File: src/ddrrd_defs.vh
`ifndef DDRRD_DEFS_VH
`define DDRRD_DEFS_VH

// Register byte offsets.
`define DDRRD_OFS_MODE      8'h00
`define DDRRD_OFS_LAT       8'h04
`define DDRRD_OFS_DATA      8'h08
`define DDRRD_OFS_STATUS    8'h0C
`define DDRRD_OFS_LEVEL     8'h10

// Burst field encodings.
`define DDRRD_BURST_FIX8    2'h0
`define DDRRD_BURST_SEL     2'h1
`define DDRRD_BURST_FIX4    2'h2

// Latency register field positions.
`define DDRRD_LAT_CL_LSB    0
`define DDRRD_LAT_AL_LSB    6
`define DDRRD_LAT_CWL_LSB   12
`define DDRRD_LAT_WPRE_LSB  18
`define DDRRD_LAT_WTRL_LSB  20
`define DDRRD_LAT_WTRS_LSB  24

// Status register field positions.
`define DDRRD_ST_BUSY       0
`define DDRRD_ST_LOCKED     1
`define DDRRD_ST_UNDERRUN   2
`define DDRRD_ST_R2W        3
`define DDRRD_ST_W2R        4
`define DDRRD_ST_NOLOCK     5
`define DDRRD_ST_BANK_LSB   16

// Reset values.
`define DDRRD_RST_MODE      2'h0
`define DDRRD_RST_LAT       28'h2209_24B

// Command address bit positions.
`define DDRRD_A_AUTOCLOSE   10
`define DDRRD_A_BURST       12

// Beat counts per burst.
`define DDRRD_BEATS_FULL    4'h8
`define DDRRD_BEATS_CHOP    4'h4

`endif

File: src/ddrrd_sync.v
`timescale 1ns/1ns
module ddrrd_sync #(
    parameter W = 1
) (
    // Clock and reset.
    input  wire         i_sys_clk,
    input  wire         i_arst_n,
    // Asynchronous input and its synchronised copy.
    input  wire [W-1:0] i_async,
    output wire [W-1:0] o_sync
);

reg [W-1:0] stage1;
reg [W-1:0] stage2;

// Two flops; the first is read only by the second to keep metastability contained.
always @(posedge i_sys_clk or negedge i_arst_n) begin
    if (!i_arst_n) begin
        stage1 <= {W{1'b0}};
        stage2 <= {W{1'b0}};
    end else begin
        stage1 <= i_async;
        stage2 <= stage1;
    end
end

assign o_sync = stage2;

endmodule

File: src/ddrrd_fifo.v
`timescale 1ns/1ns
module ddrrd_fifo #(
    parameter W  = 32,
    parameter D  = 32,
    parameter AW = 5
) (
    // Clock and reset.
    input  wire          i_sys_clk,
    input  wire          i_arst_n,
    // Fill side.
    input  wire          i_wr_valid,
    output wire          o_wr_ready,
    input  wire [W-1:0]  i_wr_data,
    // Drain side.
    output wire          o_rd_valid,
    input  wire          i_rd_ready,
    output wire [W-1:0]  o_rd_data,
    // Fill level.
    output wire [AW:0]   o_level
);

reg [W-1:0]  mem [0:D-1];
reg [AW-1:0] wr_ptr;
reg [AW-1:0] rd_ptr;
reg [AW:0]   count;

wire push = i_wr_valid & o_wr_ready;
wire pop  = o_rd_valid & i_rd_ready;

assign o_wr_ready = (count != D[AW:0]);
assign o_rd_valid = (count != {(AW+1){1'b0}});
assign o_rd_data  = mem[rd_ptr];
assign o_level    = count;

// Storage carries no reset; only the pointers and the count define what is valid.
always @(posedge i_sys_clk) begin
    if (push) begin
        mem[wr_ptr] <= i_wr_data;
    end
end

// Pointers wrap at the depth so depths that are not powers of two still work.
always @(posedge i_sys_clk or negedge i_arst_n) begin
    if (!i_arst_n) begin
        wr_ptr <= {AW{1'b0}};
        rd_ptr <= {AW{1'b0}};
        count  <= {(AW+1){1'b0}};
    end else begin
        if (push) begin
            wr_ptr <= (wr_ptr == D[AW-1:0] - 1'b1) ? {AW{1'b0}} : wr_ptr + 1'b1;
        end
        if (pop) begin
            rd_ptr <= (rd_ptr == D[AW-1:0] - 1'b1) ? {AW{1'b0}} : rd_ptr + 1'b1;
        end
        if (push && !pop) begin
            count <= count + 1'b1;
        end else if (pop && !push) begin
            count <= count - 1'b1;
        end
    end
end

endmodule

File: src/ddrrd_read_burst.v
// The register offsets and the address-and-strobe port were chosen for this implementation.
`timescale 1ns/1ns
`include "ddrrd_defs.vh"

// Notes on behaviour
// - Reads are served only while the delay-locked loop reports locked.
// - In per-command mode, address bit 12 low chops to four beats, high gives eight.
// - Eight beats for fixed-eight mode, or per-command mode with bit 12 high.
// - Address bit 10 high closes the bank after the burst unless the next burst starts on that rise; low leaves it open.
// - After eight beats the data pins are released at the fourth rise after latency.
// - After four beats the data pins are released at the second rise after latency.
module ddrrd_read_burst #(
    parameter DW    = 8,
    parameter FIFOD = 32,
    parameter FAW   = 5,
    parameter QD    = 4,
    parameter QAW   = 2,
    parameter RLMAX = 64
) (
    // System clock and reset.
    input  wire             i_sys_clk,
    input  wire             i_arst_n,
    // Register port.
    input  wire [7:0]       i_reg_addr,
    input  wire [31:0]      i_reg_wdata,
    input  wire             i_reg_wr,
    input  wire             i_reg_rd,
    output reg  [31:0]      o_reg_rdata,
    // Command bus from the controller, sampled on link clock rises.
    input  wire             i_ck,
    input  wire             i_cmd_act,
    input  wire             i_cmd_rd,
    input  wire             i_cmd_wr,
    input  wire [13:0]      i_addr,
    input  wire [3:0]       i_bank,
    input  wire             i_dll_locked,
    // Data and strobe pins, enables low while driving.
    output reg  [DW-1:0]    o_dq,
    output reg              o_dq_oe_n,
    output reg              o_dqs,
    output reg              o_dqs_oe_n,
    output reg  [2:0]       o_beat_col,
    // Buffer back-pressure.
    output wire             o_data_space
);

// Synchronised link inputs.
wire        ck_s;
wire        act_s;
wire        rd_s;
wire        wr_s;
wire [13:0] addr_s;
wire [3:0]  bank_s;
wire        locked_s;

ddrrd_sync #(.W(23)) u_sync (
    .i_sys_clk (i_sys_clk),
    .i_arst_n  (i_arst_n),
    .i_async   ({i_ck, i_cmd_act, i_cmd_rd, i_cmd_wr, i_addr, i_bank, i_dll_locked}),
    .o_sync    ({ck_s, act_s, rd_s, wr_s, addr_s, bank_s, locked_s})
);

// Edge finder on the synchronised link clock.
reg  ck_d;
wire ck_rise = ck_s & ~ck_d;
wire ck_fall = ~ck_s & ck_d;

always @(posedge i_sys_clk or negedge i_arst_n) begin
    if (!i_arst_n) begin
        ck_d <= 1'b0;
    end else begin
        ck_d <= ck_s;
    end
end

// Software registers.
reg  [1:0]  burst_mode;
reg  [27:0] lat;
reg         st_underrun;
reg         st_r2w;
reg         st_w2r;
reg         st_nolock;
reg  [15:0] bank_open;
wire [5:0]  cl   = lat[`DDRRD_LAT_CL_LSB +: 6];
wire [5:0]  al   = lat[`DDRRD_LAT_AL_LSB +: 6];
wire [5:0]  cwl  = lat[`DDRRD_LAT_CWL_LSB +: 6];
wire [1:0]  wpre = lat[`DDRRD_LAT_WPRE_LSB +: 2];
wire [3:0]  wtrl = lat[`DDRRD_LAT_WTRL_LSB +: 4];
wire [3:0]  wtrs = lat[`DDRRD_LAT_WTRS_LSB +: 4];
wire [6:0]  rl   = {1'b0, al} + {1'b0, cl};

// Buffer between software writes and the burst engine.
wire          fifo_valid;
wire [DW-1:0] fifo_data;
wire [FAW:0]  fifo_level;
reg           beat_pop;
wire          data_wr = i_reg_wr && (i_reg_addr == `DDRRD_OFS_DATA);

ddrrd_fifo #(.W(DW), .D(FIFOD), .AW(FAW)) u_fifo (
    .i_sys_clk  (i_sys_clk),
    .i_arst_n   (i_arst_n),
    .i_wr_valid (data_wr),
    .o_wr_ready (o_data_space),
    .i_wr_data  (i_reg_wdata[DW-1:0]),
    .o_rd_valid (fifo_valid),
    .i_rd_ready (beat_pop),
    .o_rd_data  (fifo_data),
    .o_level    (fifo_level)
);

// Command decode on link clock rises.
wire rd_take  = ck_rise & rd_s & locked_s;
wire rd_drop  = ck_rise & rd_s & ~locked_s;
wire wr_take  = ck_rise & wr_s;
wire act_take = ck_rise & act_s;
wire rd_chop  = (burst_mode == `DDRRD_BURST_FIX4) ||
                ((burst_mode == `DDRRD_BURST_SEL) && !addr_s[`DDRRD_A_BURST]);
wire wr_chop  = (burst_mode == `DDRRD_BURST_FIX4);

// Pending read queue; entries leave in issue order as latency expires.
reg [8:0]     q_mem [0:QD-1];
reg [QAW-1:0] q_wr;
reg [QAW-1:0] q_rd;
reg [RLMAX-1:0] lat_line;
wire start = ck_rise && lat_line[rl[5:0] - 6'h01];
wire [8:0] q_head = q_mem[q_rd];

// The latency line shifts one place per link clock, so a marker reaches tap RL-1 after RL rises.
always @(posedge i_sys_clk or negedge i_arst_n) begin
    if (!i_arst_n) begin
        lat_line <= {RLMAX{1'b0}};
        q_wr     <= {QAW{1'b0}};
        q_rd     <= {QAW{1'b0}};
    end else begin
        if (ck_rise) begin
            lat_line <= {lat_line[RLMAX-2:0], rd_take};
        end
        if (rd_take) begin
            q_wr <= q_wr + 1'b1;
        end
        if (start) begin
            q_rd <= q_rd + 1'b1;
        end
    end
end

// Queue storage holds chop, close, start column and bank of each read.
always @(posedge i_sys_clk) begin
    if (rd_take) begin
        q_mem[q_wr] <= {rd_chop, addr_s[`DDRRD_A_AUTOCLOSE], addr_s[2:0], bank_s};
    end
end

// Burst engine state.
reg       active;
reg [3:0] beats_total;
reg [3:0] beat_cnt;
reg [2:0] col_base;
reg       close_bank;
reg [3:0] cur_bank;
wire      beat_rise = start || (ck_rise && active && (beat_cnt != beats_total));
wire      beat_fall = ck_fall && active && (beat_cnt != beats_total);
wire      burst_end = ck_rise && active && (beat_cnt == beats_total) && !start;
wire      emit      = beat_rise | beat_fall;

// Each emitted beat draws one buffer word; an empty buffer sends zero and is flagged.
always @* begin
    beat_pop = emit & fifo_valid;
end

// Beats leave on both link clock edges; pins are released on the rise after the last beat.
always @(posedge i_sys_clk or negedge i_arst_n) begin
    if (!i_arst_n) begin
        active      <= 1'b0;
        beats_total <= `DDRRD_BEATS_FULL;
        beat_cnt    <= 4'h0;
        col_base    <= 3'h0;
        close_bank  <= 1'b0;
        cur_bank    <= 4'h0;
        o_dq        <= {DW{1'b0}};
        o_dq_oe_n   <= 1'b1;
        o_dqs       <= 1'b0;
        o_dqs_oe_n  <= 1'b1;
        o_beat_col  <= 3'h0;
    end else begin
        if (start) begin
            active      <= 1'b1;
            beats_total <= q_head[8] ? `DDRRD_BEATS_CHOP : `DDRRD_BEATS_FULL;
            beat_cnt    <= 4'h1;
            col_base    <= q_head[6:4];
            close_bank  <= q_head[7];
            cur_bank    <= q_head[3:0];
            o_beat_col  <= q_head[6:4];
        end else if (burst_end) begin
            active <= 1'b0;
        end else if (emit) begin
            beat_cnt   <= beat_cnt + 4'h1;
            o_beat_col <= col_base + beat_cnt[2:0];
        end
        if (emit) begin
            o_dq       <= fifo_valid ? fifo_data : {DW{1'b0}};
            o_dqs      <= beat_rise;
            o_dq_oe_n  <= 1'b0;
            o_dqs_oe_n <= 1'b0;
        end else if (burst_end) begin
            o_dq_oe_n  <= 1'b1;
            o_dqs_oe_n <= 1'b1;
            o_dqs      <= 1'b0;
        end
    end
end

// Turnaround tracking counts link clocks since the last read and write, saturating.
reg [7:0] since_rd;
reg [7:0] since_wr;
reg       last_rd_chop;
reg       last_wr_chop;
reg [1:0] last_wr_group;
wire [8:0] r2w_need = {3'h0, cl} + (last_rd_chop ? 9'h002 : 9'h004) + 9'h001 +
                      {7'h00, wpre};
wire [8:0] r2w_have = {1'b0, since_rd} + {3'h0, cwl};
wire [3:0] wtr_use  = (bank_s[3:2] == last_wr_group) ? wtrl : wtrs;
wire [8:0] w2r_need = {3'h0, cwl} + (last_wr_chop ? 9'h002 : 9'h004) + {5'h00, wtr_use};
wire       r2w_bad  = wr_take && (r2w_have < r2w_need);
wire       w2r_bad  = rd_s && ck_rise && ({1'b0, since_wr} < w2r_need);

always @(posedge i_sys_clk or negedge i_arst_n) begin
    if (!i_arst_n) begin
        since_rd      <= 8'hFF;
        since_wr      <= 8'hFF;
        last_rd_chop  <= 1'b0;
        last_wr_chop  <= 1'b0;
        last_wr_group <= 2'h0;
    end else if (ck_rise) begin
        if (rd_take) begin
            since_rd     <= 8'h01;
            last_rd_chop <= rd_chop;
        end else if (since_rd != 8'hFF) begin
            since_rd <= since_rd + 8'h01;
        end
        if (wr_take) begin
            since_wr      <= 8'h01;
            last_wr_chop  <= wr_chop;
            last_wr_group <= bank_s[3:2];
        end else if (since_wr != 8'hFF) begin
            since_wr <= since_wr + 8'h01;
        end
    end
end

// Open banks: activate opens, a closing read shuts its bank when its burst ends unless the next burst starts on that rise.
always @(posedge i_sys_clk or negedge i_arst_n) begin
    if (!i_arst_n) begin
        bank_open <= 16'h0000;
    end else begin
        if (burst_end && close_bank) begin
            bank_open[cur_bank] <= 1'b0;
        end
        if (act_take) begin
            bank_open[bank_s] <= 1'b1;
        end
    end
end

// Register writes; a sticky flag set in the same cycle as its clear stays set.
wire st_wr = i_reg_wr && (i_reg_addr == `DDRRD_OFS_STATUS);
wire underrun_ev = emit & ~fifo_valid;

always @(posedge i_sys_clk or negedge i_arst_n) begin
    if (!i_arst_n) begin
        burst_mode  <= `DDRRD_RST_MODE;
        lat         <= `DDRRD_RST_LAT;
        st_underrun <= 1'b0;
        st_r2w      <= 1'b0;
        st_w2r      <= 1'b0;
        st_nolock   <= 1'b0;
    end else begin
        if (i_reg_wr && (i_reg_addr == `DDRRD_OFS_MODE)) begin
            burst_mode <= i_reg_wdata[1:0];
        end
        if (i_reg_wr && (i_reg_addr == `DDRRD_OFS_LAT)) begin
            lat <= i_reg_wdata[27:0];
        end
        st_underrun <= underrun_ev |
                       (st_underrun & ~(st_wr & i_reg_wdata[`DDRRD_ST_UNDERRUN]));
        st_r2w      <= r2w_bad | (st_r2w & ~(st_wr & i_reg_wdata[`DDRRD_ST_R2W]));
        st_w2r      <= w2r_bad | (st_w2r & ~(st_wr & i_reg_wdata[`DDRRD_ST_W2R]));
        st_nolock   <= rd_drop | (st_nolock & ~(st_wr & i_reg_wdata[`DDRRD_ST_NOLOCK]));
    end
end

// Read data is registered and stands only in the cycle after the strobe.
reg [31:0] next_rdata;

always @* begin
    next_rdata = 32'h0000_0000;
    case (i_reg_addr)
        `DDRRD_OFS_MODE: begin
            next_rdata[1:0] = burst_mode;
        end
        `DDRRD_OFS_LAT: begin
            next_rdata[27:0] = lat;
        end
        `DDRRD_OFS_STATUS: begin
            next_rdata[`DDRRD_ST_BUSY]     = active | (|lat_line);
            next_rdata[`DDRRD_ST_LOCKED]   = locked_s;
            next_rdata[`DDRRD_ST_UNDERRUN] = st_underrun;
            next_rdata[`DDRRD_ST_R2W]      = st_r2w;
            next_rdata[`DDRRD_ST_W2R]      = st_w2r;
            next_rdata[`DDRRD_ST_NOLOCK]   = st_nolock;
            next_rdata[`DDRRD_ST_BANK_LSB +: 16] = bank_open;
        end
        `DDRRD_OFS_LEVEL: begin
            next_rdata[FAW:0] = fifo_level;
        end
        default: begin
            next_rdata = 32'h0000_0000;
        end
    endcase
end

always @(posedge i_sys_clk or negedge i_arst_n) begin
    if (!i_arst_n) begin
        o_reg_rdata <= 32'h0000_0000;
    end else if (i_reg_rd) begin
        o_reg_rdata <= next_rdata;
    end else begin
        o_reg_rdata <= 32'h0000_0000;
    end
end

endmodule

File: config.mk
export PLATFORM = sky130hd
export DESIGN_NAME = ddrrd_read_burst
export DESIGN_NICKNAME = d
export VERILOG_FILES = /design/src/ddrrd_sync.v /design/src/ddrrd_fifo.v /design/src/ddrrd_read_burst.v
export VERILOG_INCLUDE_DIRS = /design/src /design/src/src
export SDC_FILE = /design/constraint.sdc
export NUM_CORES = 1
export LEC_CHECK = 0
export BUFFER_PORTS_ARGS = -buffer_cell sky130_fd_sc_hd__buf_2
export CAP_MARGIN = 20
export CORE_ASPECT_RATIO = 1.4
export CORE_MARGIN = 2
export CORE_UTILIZATION = 36
export CTS_CLUSTER_DIAMETER = 30
export CTS_CLUSTER_SIZE = 14
export DETAILED_ROUTE_END_ITERATION = 8
export GPL_TIMING_DRIVEN = 0
export SLEW_MARGIN = 20
export SYNTH_ARGS = -nofsm -noshare
export SYNTH_HDL_FRONTEND = slang
export SYNTH_SLANG_ARGS = --single-unit
export TNS_END_PERCENT = 30
File: constraint.sdc
create_clock -name i_sys_clk -period 14.3 [get_ports i_sys_clk]
set_input_delay 1.43 -clock i_sys_clk [delete_from_list [all_inputs] [get_ports i_sys_clk]]
set_output_delay 1.43 -clock i_sys_clk [all_outputs]
set_load 0.005 [all_outputs]
======== After elaboration in Yosys (flattened, before gate mapping) ========
Memory sizes are Yosys's and may differ from the RTL's.
Cells that the tools add are included.
storage, ports and cells
  flip-flop bits (word level) ............. 263
  bits in writable memories ............... 292
  input bits .............................. 67
  output and inout port bits .............. 47
  word-level logic and storage cells ...... 192
  memories kept ........................... 2
operators by class
  add/sub/neg operators ................... 18
  $lt $le $gt $ge ......................... 7
  eq/ne operators ......................... 15
  muxes and demuxes ....................... 42
  bitwise gates (word level) .............. 36
  reductions and logical operators ........ 40
memory list
  memory      depth  width  rd ports  clocked after Yosys merged registers in  wr ports  line                    text
  u_fifo.mem  32     8      1         0                                        1         ddrrd_fifo.v:22         reg [W-1:0] mem [0:D-1];
  q_mem       4      9      1         0                                        1         ddrrd_read_burst.v:121  reg [8:0] q_mem [0:QD-1];
operators with widths
  kind                                                 count
  OR reduction 64 bit                                  1
  2-to-1 mux 8 bit                                     5
  2-to-1 mux 16 bit                                    2
  2-to-1 mux 32 bit                                    1
  2-to-1 mux 4 bit                                     6
  case mux 12 bit (2 select lines)                     1
  logical AND 1 bit                                    20
  AND 1 bit                                            19
  adder 8 x 1 -> 8 bit (second input constant)         2
  AND 16 bit                                           1
  == test 8 x 4 -> 1 bit (second input constant)       2
  inequality test 8 bit (second input constant)        2
  inverter 16 bit                                      1
  OR 16 bit                                            1
  2-to-1 mux 3 bit                                     5
  adder 6 x 3 -> 7 bit                                 2
  2-to-1 mux 1 bit                                     12
  2-to-1 mux 6 bit                                     2
  case mux 4 bit (3 select lines)                      1
  nonzero test 2 bit                                   6
  subtractor 6 x 1 -> 6 bit (second input constant)    2
  adder 5 x 1 -> 5 bit (second input constant)         2
  == test 5 bit (second input constant)                2
  < comparator 4 x 5 -> 1 bit (second input constant)  2
  34 further kinds                                     58

======== Logic depth before layout (Yosys ltp) ========
  depth in word-level cells ............... 12
  mapped depth ............................ 25
  depth with buffers taken out ............ 23

======== By module ========
From an unflattened synthesis, not the netlist that was laid out.
unflattened totals
  cells, all modules ...................... 1673
  area, all modules ....................... 23633.9 um^2
modules (own cells, without submodules)
  module            times used  cells an instance  area each (um^2)  seq. area each (um^2)
  ddrrd_read_burst  1           1048               11482.3           6094.6
  ddrrd_fifo        1           579                11000.6           8087.8
  ddrrd_sync        1           46                 1151.1            1151.1

======== Worst setup path after synthesis ========
OpenSTA, ideal clock, no wires.
  path type ............................... flip-flop to flip-flop
  from .................................... register lat[1]
  to ...................................... register u_fifo.count[5], in the netlist u_fifo.o_level[5]
  setup time .............................. 0.126 ns
  data arrival time ....................... 4.648 ns
  data required time ...................... 14.174 ns
  slack ................................... 9.526 ns
  stages on the path, launching flop included .. 26
  path buffers ............................ 3
  period minus slack after synthesis ...... 4.774 ns
  path through ............................ dfstp_2 -> inv_1 -> ha_1 -> inv_1 -> ha_1 -> inv_1 -> fa_1 -> buf_2 -> buf_2 -> mux4_2 -> nand3_1 -> and4_2 -> o22a_2 -> a21oi_2 -> buf_2 -> o21ai_0 -> ha_1 -> inv_1 -> ha_1 -> a21o_1 -> a21oi_1 -> o21bai_1 -> a21oi_1 -> xnor2_1 -> nor2_1 -> xor2_1
between the ends
  longest elaborated chain between the ends .. 12
  elaborated cells between the ends (all ways) .. 14
  classes of those cells .................. add/sub: 2; mux: 3; bitwise: 3; reduce/logical: 6
RTL lines
  element                                                        line                    text
  from (decl)                                                    ddrrd_read_burst.v:78   reg [27:0] lat;
  from (signal assigned)                                         ddrrd_read_burst.v:272  lat <= `DDRRD_RST_LAT;
  from (signal assigned)                                         ddrrd_read_burst.v:282  lat <= i_reg_wdata[27:0];
  adder 6 bit *                                                  ddrrd_read_burst.v:90   wire [6:0] rl = {1'b0, al} + {1'b0, cl};
  subtractor 6 x 1 -> 6 bit *                                    ddrrd_read_burst.v:125  wire start = ck_rise && lat_line[rl[5:0] - 6'h01];
  binary-select mux 1 bit (select 6 bit) *                       ddrrd_read_burst.v:125
  2-to-1 mux 1 bit (implied by the code) *                       ddrrd_read_burst.v:125
  logical AND 1 bit *                                            ddrrd_read_burst.v:125
  logical OR 1 bit *                                             ddrrd_read_burst.v:161  wire beat_rise = start || (ck_rise && active && (beat_cnt != beats_total));
  OR 1 bit *                                                     ddrrd_read_burst.v:164  wire emit = beat_rise | beat_fall;
  AND 1 bit *                                                    ddrrd_read_burst.v:168  beat_pop = emit & fifo_valid;
  AND 1 bit *                                                    ddrrd_fifo.v:28         wire pop = o_rd_valid & i_rd_ready;
  zero test 1 bit                                                ddrrd_fifo.v:55         if (push && !pop) begin
  logical AND 1 bit                                              ddrrd_fifo.v:55
  2-to-1 mux 6 bit / nonzero test 2 bit (equally long branches)  -
  to (signal assigned)                                           ddrrd_fifo.v:47         count <= {(AW+1){1'b0}};
  to (signal assigned)                                           ddrrd_fifo.v:56         count <= count + 1'b1;
  to (signal assigned)                                           ddrrd_fifo.v:58         count <= count - 1'b1;
  to (decl)                                                      ddrrd_fifo.v:25         reg [AW:0] count;
Every way passes the cells marked *; elsewhere a longest branch is shown, timed or not. The select of a mux whose other input is x is not followed.
A chain may end at the register's enable or synchronous reset.

======== Worst setup path after layout ========
Same ends and word-level chain as after synthesis.

==> flow_results.org <==
** CTS
- Total CTS buffers :: 104
- CTS H-Tree Depth :: 3
- The tree is rooted in a sky130_fd_sc_hd__clkbuf_16.
- The longest clock path from root to sink contains 3 buffers.
- Post-cts sizing count :: 0
- Clock transition at path regs :: 0.05 ns
- For this design, the sink count on the clock tree is 535.
- Clock Latency Late Sink :: 0.65 ns
- Once the clock tree was built, the setup fixing pass inserted 0 buffers.
- TritonCTS clock tree :: built
- Post-CTS Hold Buffers :: 0

** Placement
- Detailed Place HPWL :: 41.7 mm
- Post-Place Cells :: 2577
- Routability-driven placement finished with a final weighted congestion of 0.868.
- In this run the tool buffered the top-level ports with 100 buffer cells.

** Pwr
- Power share of the combinational group :: 0.102
- In this run the static leakage power is 0.0115 uW.
- Sequential power share :: 0.378
- The worst-case IR drop observed on VDD is 89.5 uV.
- Total power for the finished layout comes to 4690 uW.
- Dividing total power by cell area gives a power density of 165 mW/mm^2.
- Share of power burned in the clock network :: 0.520
- Of the total power, the share spent switching nets is 0.260.
- Int Power :: 3470 uW
- Psw :: 1220 uW

** Detailed routing
- Final routed wirelength across all metal layers :: 59.1 mm
- The first routing iteration left 911 violations.
- Final routed DRC violation total :: 0
- The first detailed-routing pass took 5 iterations.
- Once detail routing completed, the nets flagged for antenna violations numbered 0.
- Post-DR wirelength/cell :: 21.3 um
- Using the TritonRoute via totals, the vias-per-cell ratio works out to 5.26.
- Via count of the routed design :: 14600

** Worst hold path
- The tightest min-delay check is of the flop to flop type.

** Global routing
- The first global-routing pass estimated 91.3 mm of wire.
- Entering global routing, the biggest net connects 95 pins.
- For this run, the total global-route usage over all layers was measured as 0.181.
- Initial antenna violation count :: 1
- Total grt overflow :: 0
- Vias in the first global route :: 15600

** Critical path
- Crit. End Element :: flop
- Crit start category :: flop
- Path type of the worst setup path :: flop to flop
- Required time reported for the critical path endpoint :: 14.82 ns
- Maximum fanout along the worst path :: 10
- STA puts the critical path data arrival time at 6.30 ns.

** Yosys
- Commonest register cell after synthesis :: sky130_fd_sc_hd__edfxtp_1
- Of the synthesized area, sequential elements account for 0.640.
- The synthesized netlist occupies a cell area of 0.0233 mm^2.
- Counting every net in the synthesized netlist gives 1770.
- The netlist uses 74 different library cells.
- Counting flops and latches in the post-synthesis netlist gives 535.
- The synthesized design contains 292 enable-type register cells.
- During synthesis, Yosys emitted a total of 0 warnings.
- Counting flops with an async set or reset pin after synthesis yields a share of 0.454.
- Instance count of the mapped netlist :: 1635
- Syn_area_per_cell :: 14.2 um^2

** Layout
- In the layout the commonest cells are 292 x sky130_fd_sc_hd__edfxtp_1, 245 x sky130_fd_sc_hd__nand2_1, 216 x sky130_fd_sc_hd__dfrtp_1, 112 x sky130_fd_sc_hd__buf_2, 104 x sky130_fd_sc_hd__clkbuf_16.
- The filler cells instantiated in the layout total 5755.
- Compared with the post-synthesis result, the final layout area differs by 22.4%.
- Antenna cell count :: 0
- At the end of the flow the core is filled with cells to 0.444.
- For this run, the number of standard cells in the final layout without fillers is 2775.
- The library cell used most frequently in the layout, excluding fill and tap cells, is sky130_fd_sc_hd__edfxtp_1.
- Fraction of final layout cells with drive strength greater than 1 :: 0.251
- Final Net Count :: 1978

** Die
- Measured along the y axis, the die boundary spans 305 um.
- After floorplanning, the core was divided into 110 placement rows.
- Die footprint :: 0.0667 mm^2
- The core region is 0.0641 mm^2.
- Die boundary width :: 219 um
- Top-level port count :: 114
- For this configuration, the core starts out at a cell density of 0.363.

** Timing
- Largest clock skew in the final design :: 0.0207 ns
- Setup violations remaining at the end of the flow were counted as 0.
- Final Critical Period :: 5.78 ns
- Summed over all failing endpoints, the final setup total negative slack is 0 ns.
- The max-slew violation count is 0.
- The number of hold violations in the final report came to 0.
- Max transition margin :: 0.355
- Share of the clock period used by the worst path :: 0.404
- Transition at the pin with the smallest max-transition slack :: 0.968 ns
- Unrepaired setup endpoints after global routing :: no
- Maximum clock frequency :: 173 MHz

** Outcome
- The run finished with clean final reports.

** Flow run
- The tool flagged a number of max-cap violations equal to 0.
[routing by layer]
metal | global-route usage | wire length, um
met5 | 0 | 0
met4 | 0.101 | 2960
met3 | 0.0284 | 2630
met2 | 0.327 | 31800
met1 | 0.200 | 21700
[worst paths after layout]
| kind | from | to | slack, ns | depth (start not counted) |
|---|---|---|---|---|
| max | lat[1]$_DFFE_PN1P_ | u_fifo.o_level[5]$_DFFE_PN0P_ | 8.52 | 25 |
| min | u_sync.stage1[17]$_DFF_PN0_ | u_sync.o_sync[17]$_DFF_PN0_ | 0.34 | 0 |
| max reg2reg | lat[1]$_DFFE_PN1P_ | u_fifo.o_level[5]$_DFFE_PN0P_ | 8.52 | 25 |
| min reg2reg | u_sync.stage1[17]$_DFF_PN0_ | u_sync.o_sync[17]$_DFF_PN0_ | 0.34 | 0 |
| max in group asynchronous | i_arst_n | lat[12]$_DFFE_PN1P_ | 12.17 | 3 |
| min in group asynchronous | i_arst_n | u_sync.stage1[15]$_DFF_PN0_ | 0.81 | 1 |
[power groups by stage]
stage / Combinational (uW) / Clock, uW / Sequential (uW)
after floorplan: 306 / 0 / 1770
after global placement: 466 / 0 / 1800
after detailed placement: 480 / 0 / 1800
after CTS: 484 / 2480 / 1770
after global routing: 527 / 2550 / 1780
final: 479 / 2440 / 1770
[per-stage QoR]
stage	cell area (um^2)	setup slack [ns]	hold slack (ns)
after floorplan	23300	9.53	0.331
after global placement	24800	7.22	0.338
after detailed placement	24900	8.41	0.335
after CTS	28500	8.37	0.342
after global routing	28500	8.07	0.342
final	28500	8.52	0.339
[sequential cells by signal, summed over array words and instances (netlist names), 4 cells and up]
register / count
since_rd: 8
u_sync.o_sync: 14
beat_cnt: 4
since_wr: 8
u_fifo.mem: 256
u_fifo.rd_ptr: 5
u_fifo.wr_ptr: 5
u_sync.stage1: 14
q_mem: 36
bank_open: 16
u_fifo.o_level: 6
cur_bank: 4
lat: 28
lat_line: 64
o_dq: 8
o_reg_rdata: 32
[cell families (layout without fill, tap and decap cells)]
kind of cell	count (synthesis)	in the layout	synth area share
flops	535	535	0.640
compound gates	212	212	0.0650
simple gates	496	496	0.0973
buf+inv	134	434	0.0255
fa+ha+maj	68	68	0.0395
xor+xnor	41	41	0.0154
mux	149	149	0.118
[cell usage after synthesis (all sizes together) (8+ instances only)]
cell type | instances | area [um^2]
nor2b | 14 | 87.6
ha | 59 | 738
dfrtp | 216 | 5410
fa | 9 | 180
mux2 | 53 | 653
a21oi | 29 | 149
edfxtp | 292 | 8770
nor4 | 19 | 119
clkbuf | 55 | 216
and3 | 25 | 156
a221oi | 16 | 140
a21o | 14 | 106
nand2b | 13 | 81.3
o21ai | 48 | 240
and2 | 8 | 51.3
xor2 | 22 | 193
nor2 | 77 | 289
o22ai | 10 | 62.6
inv | 53 | 199
buf | 25 | 168
dfstp | 27 | 709
nand4 | 19 | 131
xnor2 | 19 | 166
a22o | 28 | 245
mux4 | 88 | 2000
mux2i | 8 | 80.1
nand2 | 245 | 920
o31ai | 26 | 195
nand3 | 52 | 260
[worst max-delay path, cell delays in order (launching register included)]
cell,delay (ns)
sky130_fd_sc_hd__dfstp_2,0.57
sky130_fd_sc_hd__inv_1,0.05
sky130_fd_sc_hd__ha_1,0.28
sky130_fd_sc_hd__inv_1,0.06
sky130_fd_sc_hd__ha_1,0.16
sky130_fd_sc_hd__inv_1,0.06
sky130_fd_sc_hd__fa_1,0.48
sky130_fd_sc_hd__buf_2,0.21
sky130_fd_sc_hd__buf_2,0.31
sky130_fd_sc_hd__mux4_2,0.38
sky130_fd_sc_hd__nand3_1,0.12
sky130_fd_sc_hd__nand4_2,0.16
sky130_fd_sc_hd__a22oi_2,0.38
sky130_fd_sc_hd__a21oi_2,0.12
sky130_fd_sc_hd__buf_2,0.22
sky130_fd_sc_hd__o21ai_0,0.38
sky130_fd_sc_hd__ha_1,0.26
sky130_fd_sc_hd__inv_1,0.12
sky130_fd_sc_hd__ha_1,0.29
sky130_fd_sc_hd__a21o_1,0.17
sky130_fd_sc_hd__a21oi_1,0.22
sky130_fd_sc_hd__o21bai_1,0.10
sky130_fd_sc_hd__a21oi_1,0.18
sky130_fd_sc_hd__xnor2_1,0.14
sky130_fd_sc_hd__nor2_1,0.07
sky130_fd_sc_hd__xor2_1,0.15
[area by class of cell]
cell class | instances | area, um^2 | share of cell area
flip-flops and latches | 535 | 14900 | 0.523
clock buffers | 116 | 2660 | 0.0933
clock inverters | 82 | 928 | 0.0326
well taps | 840 | 1050 | 0.0369
repair buffers | 102 | 566 | 0.0199
plain buffers | 81 | 394 | 0.0138
inverters | 53 | 199 | 0.00699
multi-input cells | 966 | 7800 | 0.274
Power figures use the tool's default switching activity.
